`src/hdl/ssf_consts.svh`:
```
// Timing counts and identification constants for the supply status flag bank.
`ifndef SSF_CONSTS_SVH
`define SSF_CONSTS_SVH
`define SSF_CLK_MHZ            50
`define SSF_DEBOUNCE_US        100
`define SSF_DEBOUNCE_CYCLES    (`SSF_DEBOUNCE_US * `SSF_CLK_MHZ)
`define SSF_LONG_LOW_MS        100
`define SSF_LONG_LOW_CYCLES    (`SSF_LONG_LOW_MS * 1000 * `SSF_CLK_MHZ)
`define SSF_CNT_W              23
`define SSF_PART_NUMBER_RESET  2'h0
`define SSF_REVISION_RESET     5'h00
`endif

```
`src/hdl/ssf_pkg.sv`:
```
// Types shared by the supply status flag bank.
package ssf_pkg;
    // Latched condition flags, one bit each.
    typedef struct packed {
        logic thermal_warning;
        logic undervoltage;
        logic overvoltage;
        logic aux_overvoltage;
        logic long_low;
        logic undervoltage_report;
    } ssf_flags_type;
    // Comparator levels from the analog monitors.
    typedef struct packed {
        logic thermal_hot;
        logic main_below_uv;
        logic main_above_ov;
        logic aux_above_ov;
    } ssf_sense_type;
endpackage

```
`src/hdl/ssf_debounce.sv`:
```
// Debounce counter that signals a level held longer than a set number of cycles.
`timescale 1ns/100ps
module ssf_debounce #(
    parameter int unsigned LIMIT = 5000
) (
    // Clock and reset.
    input  wire logic clk,
    input  wire logic reset,
    // Level in, qualified level out.
    input  wire logic level,
    output logic      held
);
    logic [22:0] count;

    // Counts while the level stands and flags once the limit is passed.
    always_ff @(posedge clk or posedge reset) begin
        if (reset) begin
            count <= 23'h000000;
            held  <= 1'b0;
        end else if (!level) begin
            count <= 23'h000000;
            held  <= 1'b0;
        end else if (count >= LIMIT[22:0]) begin
            held <= 1'b1;
        end else begin
            count <= count + 23'h000001;
        end
    end
endmodule

```
`src/hdl/ssf_supply_status_flags.sv`:
```
// Supply monitor status flag bank with read-to-clear latches and identification fields.
// Behaviour
// - Thermal warning flag sets on hot sensor; clears when cool and read.
// - Undervoltage flag sets after over 100 us low; clears when good and read.
// - Overvoltage flag sets after over 100 us high; clears when normal and read.
// - Overvoltage turns off first I/O only when enabled by init configuration.
// - Auxiliary overvoltage flag sets after over 100 us; clears when normal and read.
// - Prolonged-low flag sets after over 100 ms low; clears when good and read.
// - Undervoltage report flag sets whenever low; a later read clears it once the supply is good.
// - Read-only five-bit silicon revision field, bits 4 to 0.
// - Read-only two-bit part number field, bits 1 and 0.
// - Read-only variant bit: zero for 3.3 V, one for 5.0 V.
`timescale 1ns/100ps
`include "ssf_consts.svh"
module ssf_supply_status_flags #(
    parameter int unsigned DEBOUNCE_CYCLES = `SSF_DEBOUNCE_CYCLES,
    parameter int unsigned LONG_LOW_CYCLES = `SSF_LONG_LOW_CYCLES,
    parameter logic [1:0]  PART_NUMBER     = `SSF_PART_NUMBER_RESET,
    parameter logic [4:0]  REVISION        = `SSF_REVISION_RESET,
    parameter logic        VARIANT_5V      = 1'b0
) (
    // Clock and reset.
    input  wire logic                  clk,
    input  wire logic                  reset,
    // Analog comparator levels.
    input  wire ssf_pkg::ssf_sense_type sense,
    // Flag read strobe from the serial interface, one cycle per read.
    input  wire logic                  flags_read,
    // Init configuration: overvoltage turns off the first I/O.
    input  wire logic                  io1_off_on_ov_enable,
    // First I/O drive request and gated drive.
    input  wire logic                  io1_request,
    output logic                       io1_enable,
    // Latched flags.
    output ssf_pkg::ssf_flags_type     flags,
    // Identification fields.
    output logic [1:0]                 part_number_field,
    output logic [4:0]                 silicon_revision_field,
    output logic                       variant_5v
);
    logic uv_held;
    logic ov_held;
    logic aux_held;
    logic low_held;

    // Qualifiers for the timed conditions.
    ssf_debounce #(.LIMIT(DEBOUNCE_CYCLES)) u_uv (
        .clk   (clk),
        .reset (reset),
        .level (sense.main_below_uv),
        .held  (uv_held)
    );
    ssf_debounce #(.LIMIT(DEBOUNCE_CYCLES)) u_ov (
        .clk   (clk),
        .reset (reset),
        .level (sense.main_above_ov),
        .held  (ov_held)
    );
    ssf_debounce #(.LIMIT(DEBOUNCE_CYCLES)) u_aux (
        .clk   (clk),
        .reset (reset),
        .level (sense.aux_above_ov),
        .held  (aux_held)
    );
    ssf_debounce #(.LIMIT(LONG_LOW_CYCLES)) u_low (
        .clk   (clk),
        .reset (reset),
        .level (sense.main_below_uv),
        .held  (low_held)
    );

    // Latched flags: a set condition always wins over a read clear.
    always_ff @(posedge clk or posedge reset) begin
        if (reset) begin
            flags <= '0;
        end else begin
            flags.thermal_warning <= sense.thermal_hot | (flags.thermal_warning & ~flags_read);
            flags.undervoltage    <= uv_held | (flags.undervoltage & ~flags_read);
            flags.overvoltage     <= ov_held | (flags.overvoltage & ~flags_read);
            flags.aux_overvoltage <= aux_held | (flags.aux_overvoltage & ~flags_read);
            flags.long_low        <= low_held | (flags.long_low & ~flags_read);
            flags.undervoltage_report <= sense.main_below_uv | (flags.undervoltage_report & ~flags_read);
        end
    end

    // The first I/O is held off while the qualified overvoltage lasts, if enabled.
    always_ff @(posedge clk or posedge reset) begin
        if (reset) begin
            io1_enable <= 1'b0;
        end else begin
            io1_enable <= io1_request & ~(io1_off_on_ov_enable & ov_held);
        end
    end

    // Identification fields are constants registered after reset.
    always_ff @(posedge clk or posedge reset) begin
        if (reset) begin
            part_number_field      <= 2'h0;
            silicon_revision_field <= 5'h00;
            variant_5v             <= 1'b0;
        end else begin
            part_number_field      <= PART_NUMBER;
            silicon_revision_field <= REVISION;
            variant_5v             <= VARIANT_5V;
        end
    end
endmodule

```
`config.mk`:
```
export PLATFORM = sky130hd
export DESIGN_NAME = ssf_supply_status_flags
export DESIGN_NICKNAME = d
export VERILOG_FILES = /design/src/hdl/ssf_pkg.sv /design/src/hdl/ssf_debounce.sv /design/src/hdl/ssf_supply_status_flags.sv
export VERILOG_INCLUDE_DIRS = /design/src /design/src/hdl
export SDC_FILE = /design/constraint.sdc
export NUM_CORES = 1
export LEC_CHECK = 0
export BUFFER_PORTS_ARGS = -buffer_cell sky130_fd_sc_hd__buf_2
export CAP_MARGIN = 25
export CORE_UTILIZATION = 49
export CTS_CLUSTER_DIAMETER = 50
export CTS_CLUSTER_SIZE = 20
export DETAILED_ROUTE_END_ITERATION = 8
export PLACE_DENSITY_LB_ADDON = 0.25
export SLEW_MARGIN = 0
export SYNTH_ARGS = -nofsm -noshare
export SYNTH_HDL_FRONTEND = slang
export SYNTH_SLANG_ARGS = --single-unit
export TNS_END_PERCENT = 100
```
`constraint.sdc`:
```
create_clock -name clk -period 4 [get_ports clk]
set_input_delay 0.8 -clock clk [delete_from_list [all_inputs] [get_ports clk]]
set_output_delay 0.8 -clock clk [all_outputs]
set_load 0.01 [all_outputs]
```
[After elaboration in Yosys (flattened, before gate mapping)]
Index checks and enable logic that the tools add are counted.
Word-level totals
  register bits: 103
  input port bits: 9
  output and inout bits: 15
  logic and storage cells: 63
Operators by class
  $add $sub $neg: 4
  $lt $le $gt $ge: 4
  equal/unequal tests: 8
  multiplexer cells: 16
  bitwise operators: 16
Operators by type and width (count)
  $mux 23: 8
  $add 23x1->23 const B: 4
  $ge 23x13->1 const B: 3
  $ge 23x23->1 const B: 1
  $and 1x1->1: 8
  $mux 1: 8
  $ne 2x1->1 const B: 4
  $ne 2x2->1 const B: 4
  $or 1x1->1: 6
  $not 1->1: 2

[Logic depth before layout (Yosys ltp)]
  depth in word-level cells: 3
  gate-level depth with buffers: 7
  mapped depth without buffers: 5

[Modules after synthesis]
A second synthesis with hierarchy kept.
Unflattened totals
  cells, all modules: 502
  area total of the unflattened synthesis: 5046.1 um^2
By module, submodules not included
  ssf_debounce at u_aux ...: instances 3, cells each 110, area an instance 1127.3 um^2, seq. area each 600.6 um^2
  ssf_debounce at u_low: instances 1, cells each 147, area an instance 1365.1 um^2, seq. area each 600.6 um^2
  ssf_supply_status_flags: instances 1, cells each 25, area an instance 299.0 um^2, seq. area each 175.2 um^2

[Worst setup path before layout]
OpenSTA, ideal clock, no wires.
  kind: flip-flop to flip-flop
  start: register u_aux.count[3]
  end: register u_aux.count[4]
  setup time: 78 ps
  arrival: 1979 ps
  data required time: 3922 ps
  path slack: 1943 ps
  stages on the path, launching flop included: 6
  buffers on the path: 0
  clock period less this slack: 2057 ps
  path through: dfrtp_1 > or4_1 > a311o_1 > a21o_1 > or3_1 > a21oi_1
Between the ends
  word-level cells in the longest chain between the ends: 3
  elaborated cells between the ends (all ways): 5
  those cells by class: add/sub (1); order compare (1); eq/ne (1); mux (2)
Ends and longest elaborated chain
  start: declaration: line ssf_debounce.sv:13  | logic [22:0] count;
  start signal: assignment: line ssf_debounce.sv:26  | count <= count + 23'h000001;
  $add 23x1->23: line ssf_debounce.sv:26
  $mux 23: line ssf_debounce.sv:23  | end else if (count >= LIMIT[22:0]) begin
  $mux 23: line ssf_debounce.sv:20  | end else if (!level) begin
Parallel ways exist; a longest one is shown, timed or not. The select of a mux whose other input is x is not followed.
A chain may end at the register's enable or synchronous reset.

[Worst setup path in the final report]
  start: register u_low.count[15]
  end: register u_low.count[10]
Between the ends
  word-level cells in the longest chain between the ends: 2
Ends and longest elaborated chain (line)
  start: declaration: ssf_debounce.sv:13
  start signal: assignment: ssf_debounce.sv:26
  $ge 23x23->1: ssf_debounce.sv:23
  $ne 2x2->1 (no source line)
Every way passes these cells.

==> summary.md <==
| Metric | Value |
|---|---|
| Outcome | `finished clean` |
| DR vias/cell | `approximately 5.5` |
| Sequential fraction of the synthesis area | `between 50% and 60%` |
| Die ar. | `approximately 10,000 um2` |
| Yosys top cell by area | `dfrtp_1` |
| Area Overhead vs Synth | `8.55%` |
| GP Congestion | `0.822` |
| Simple-gate share of the synthesized area | `about a quarter` |
| Setup TNS | `0 ns` |
| Fin cells | `between 600 and 700` |
| Adder-Cell Fraction of Synth Area | `between 2 and 2.5%` |
| Initial antenna violation count | `0` |
| Crit start category | `register` |
| DR vias | `roughly 3,500` |
| Starting DRC count in detailed routing | `153` |
| Die Ht | `a little over 100 um` |
| CTS hold repair buffers | `0` |
| PwrDens | `342 nW/um2` |
| Post-CTS resize count | `0` |
| First-pass GRT wire length | `around 15,000 um` |
| Pins Over Slew Limit | `0` |
| Yosys warns | `0` |
| Vias in the first global route | `around 3,200` |
| Placed cell count | `approximately 620` |
| Clock skew | `0.0141 ns` |
| Max Root-Sink Buffers | `2` |
| Cts bufs inserted | `9` |
| Largest family of logic cells by synthesized area | `simple AND/OR/NAND/NOR gates` |
| Layout cells sized above 1 | `a little under 8%` |
| Worst path cell trace | `nor3_1 > o2111ai_1 > o2111a_1 > buf_8 > or4_1 > a21oi_1` |
| Post-synth EDFFs | `0` |
| Fmax | `439 MHz` |
| DIE WIDTH | `about 100 um` |
| P_leak | `0.00250 uW` |
| H-tree Lvls | `3` |
| Fin crit period | `2.28 ns` |
| Initial Util | `between 50% and 60%` |
| Post-Syn Instances | `~490` |
| Placed cell areas | `between 5000 and 6000 um2` |
| Final nets | `520` |
| Crit path max-delay cell type | `or4_1` |
| Final ANT Viol Nets | `0` |
| HP Class | `input port to async pin` |
| Mux contribution to synthesized area | `around 2.5%` |
| Tot GR Track Use | `a little under a fifth` |
| Ys async rst share | `100%` |
| Yosys top cell area share | `~53%` |
| HPWL after detailed placement | `approximately 5600 um` |
| Core ar. | `around 10000 um2` |
| Post-Syn Area | `around 4900 um2` |
| CP peak stage delay | `~0.5 ns` |
| Synth Flop Type | `dfrtp_1` |
| Maxcap violations | `0` |
| Max IR drop VDD | `0.202 mV` |
| Total Wirelength | `8720 um` |
| Most common cell after layout, fill and taps aside | `dfrtp_1` |
| Largest fanout on the critical path | `28` |
| Xor and xnor area share after synthesis | `about 3.6%` |
| CTS Sinks | `103` |
| Syn avg cell area | `between 9 and 10 um2` |
| Unique masters post-synth | `44` |
| Setup bufs post-CTS | `0` |
| Worst Path Arrival | `2.56 ns` |
| Largest cells by area after synthesis | `dfrtp_1, and2_1, nand2_1` |
| Fin util | `between 50% and 60%` |
| Root Driver | `clkbuf_8` |
| Antenna cells | `0` |
| Setup-failing EPs final | `0` |
| Worst slew pin tran | `slightly below 0.8 ns` |
| Pin count of the biggest net entering global routing | `84` |
| TritonCTS clock tree | `built` |
| Clock slew at reported path FFs | `0.10 ns` |
| Final Hold Fails | `0` |
| CP Capture Type | `register` |
| Total gr overflow | `0` |
| # IOs | `24` |
| Pre-CTS WS | `1.53 ns` |
| Std cell rows | `36` |
| Wire length per cell | `about 14 um` |
| Most frequent cells in the layout | `dfrtp_1, nand2_1, and2_1, nor2_1, a21oi_1` |
| Initial DRT Pass Iterations | `4` |
| Worst Path Required | `between 4 and 5 ns` |
| Clk_lat worst skew | `roughly 0.37 ns` |
| PortBufs | `15` |
| Final period util | `between 50% and 60%` |
| Remaining DRCs | `0` |
| Fin area | `5310 um2` |
| Post-synthesis compound-gate area fraction | `about a tenth` |
| Synth Register Bits | `103` |
| Crit path setup slack, layout | `roughly 1.7 ns` |
| RSZ-0062 raised after global routing | `no` |
| Critical path class | `register to register` |
| Max_slew headroom | `between 40% and 50%` |
-- worst paths after layout --
| kind | from | end | slack, ns | cells past startpoint |
|---|---|---|---|---|
| worst min-delay path | reset | u_ov.count[8] | 0.31 | 2 |
| worst min register to register | u_aux.held | flags[2] | 0.47 | 1 |
| max in group asynchronous | reset | u_uv.count[5] | 2.77 | 4 |
| min in group clk | u_aux.held | flags[2] | 0.47 | 1 |
| worst max-delay path | u_low.count[15] | u_low.count[10] | 1.72 | 6 |
| worst max register to register | u_low.count[15] | u_low.count[10] | 1.72 | 6 |
-- per-layer routing --
| metal | part of all wire [%] | track usage, % | vias up |
|---|---|---|---|
| met5 | 0 | 0 | - |
| met4 | 1.6 | 6.92 | 0 |
| met3 | 2.6 | 3.08 | 11 |
| met2 | 45 | 28.2 | 56 |
| met1 | 51 | 27.3 | 1727 |
| li1 | - | - | 1734 |
-- per-stage QoR --
stage,hold slack [ns],total power [uW]
4_1_cts,0.474,1840
3_5_place_dp,0.447,1170
2_1_floorplan,0.428,1150
6_report,0.313,1820
3_3_place_gp,0.438,1170
5_1_grt,0.312,1890
-- layout make-up --
| type | instances | area [um2] |
|---|---|---|
| clock inverters | 6 | 67.6 |
| clock buffers | 10 | 128 |
| repair buffers | 19 | 153 |
| fillers | 902 | 4420 |
| flip-flops and latches | 103 | 2580 |
| inverters | 15 | 58.8 |
| multi-input cells | 355 | 2160 |
| well taps | 133 | 166 |
-- registers in the layout (all words and copies together), names as in the netlist --
signal / cells
u_low.held: 1
u_aux.held: 1
u_ov.held: 1
io1_enable: 1
u_low.count: 23
u_uv.held: 1
flags: 6
u_ov.count: 23
u_aux.count: 23
u_uv.count: 23
-- Yosys cell counts (2+ instances only) --
| cell type | n |
|---|---|
| nand3b_1 | 2 |
| a21o_1 | 7 |
| nor3b_1 | 2 |
| buf_4 | 8 |
| xnor2_1 | 16 |
| inv_1 | 14 |
| dfrtp_1 | 103 |
| nor2_1 | 34 |
| nand4_1 | 14 |
| xor2_1 | 4 |
| and2_1 | 39 |
| nand3_1 | 24 |
| clkbuf_1 | 15 |
| ha_1 | 8 |
| nand2b_1 | 10 |
| and3_1 | 11 |
| nand4b_1 | 2 |
| a21boi_0 | 2 |
| or3_1 | 14 |
| mux2i_1 | 12 |
| nand2_1 | 41 |
| o2111a_1 | 2 |
| a31oi_1 | 2 |
| or4_1 | 8 |
| nor4_1 | 11 |
| o31ai_1 | 8 |
| and4_1 | 2 |
| a211oi_1 | 3 |
| a21oi_1 | 29 |
| a2111oi_2 | 2 |
| o21ai_0 | 19 |
| nor3_1 | 11 |
-- worst max-delay path, delay by kind of cell, from the launching register on --
kind | cells | cell delay [ns]
compound gates | 3 | 0.72
flops | 1 | 0.43
simple gates | 2 | 0.79
buf+inv | 1 | 0.24
-- where the power goes --
group / switching, uW / internal, uW / total [uW]
clock: 366 / 294 / 661
sequential: 15.0 / 1050 / 1070
combinational: 60.4 / 28.5 / 88.9
-- cell families (layout without fill, tap and decap cells) --
group / Yosys count / count (layout)
AND/OR/NAND/NOR: 228 / 228
flip-flops: 103 / 103
AO/OA/AOI/OAI: 79 / 79
buffers and inverters: 40 / 50
XOR/XNOR: 20 / 20
multiplexers: 12 / 12
adder cells (fa/ha/maj): 8 / 8
other: 1 / 8
No activity file was read; power rests on OpenSTA's default activity.
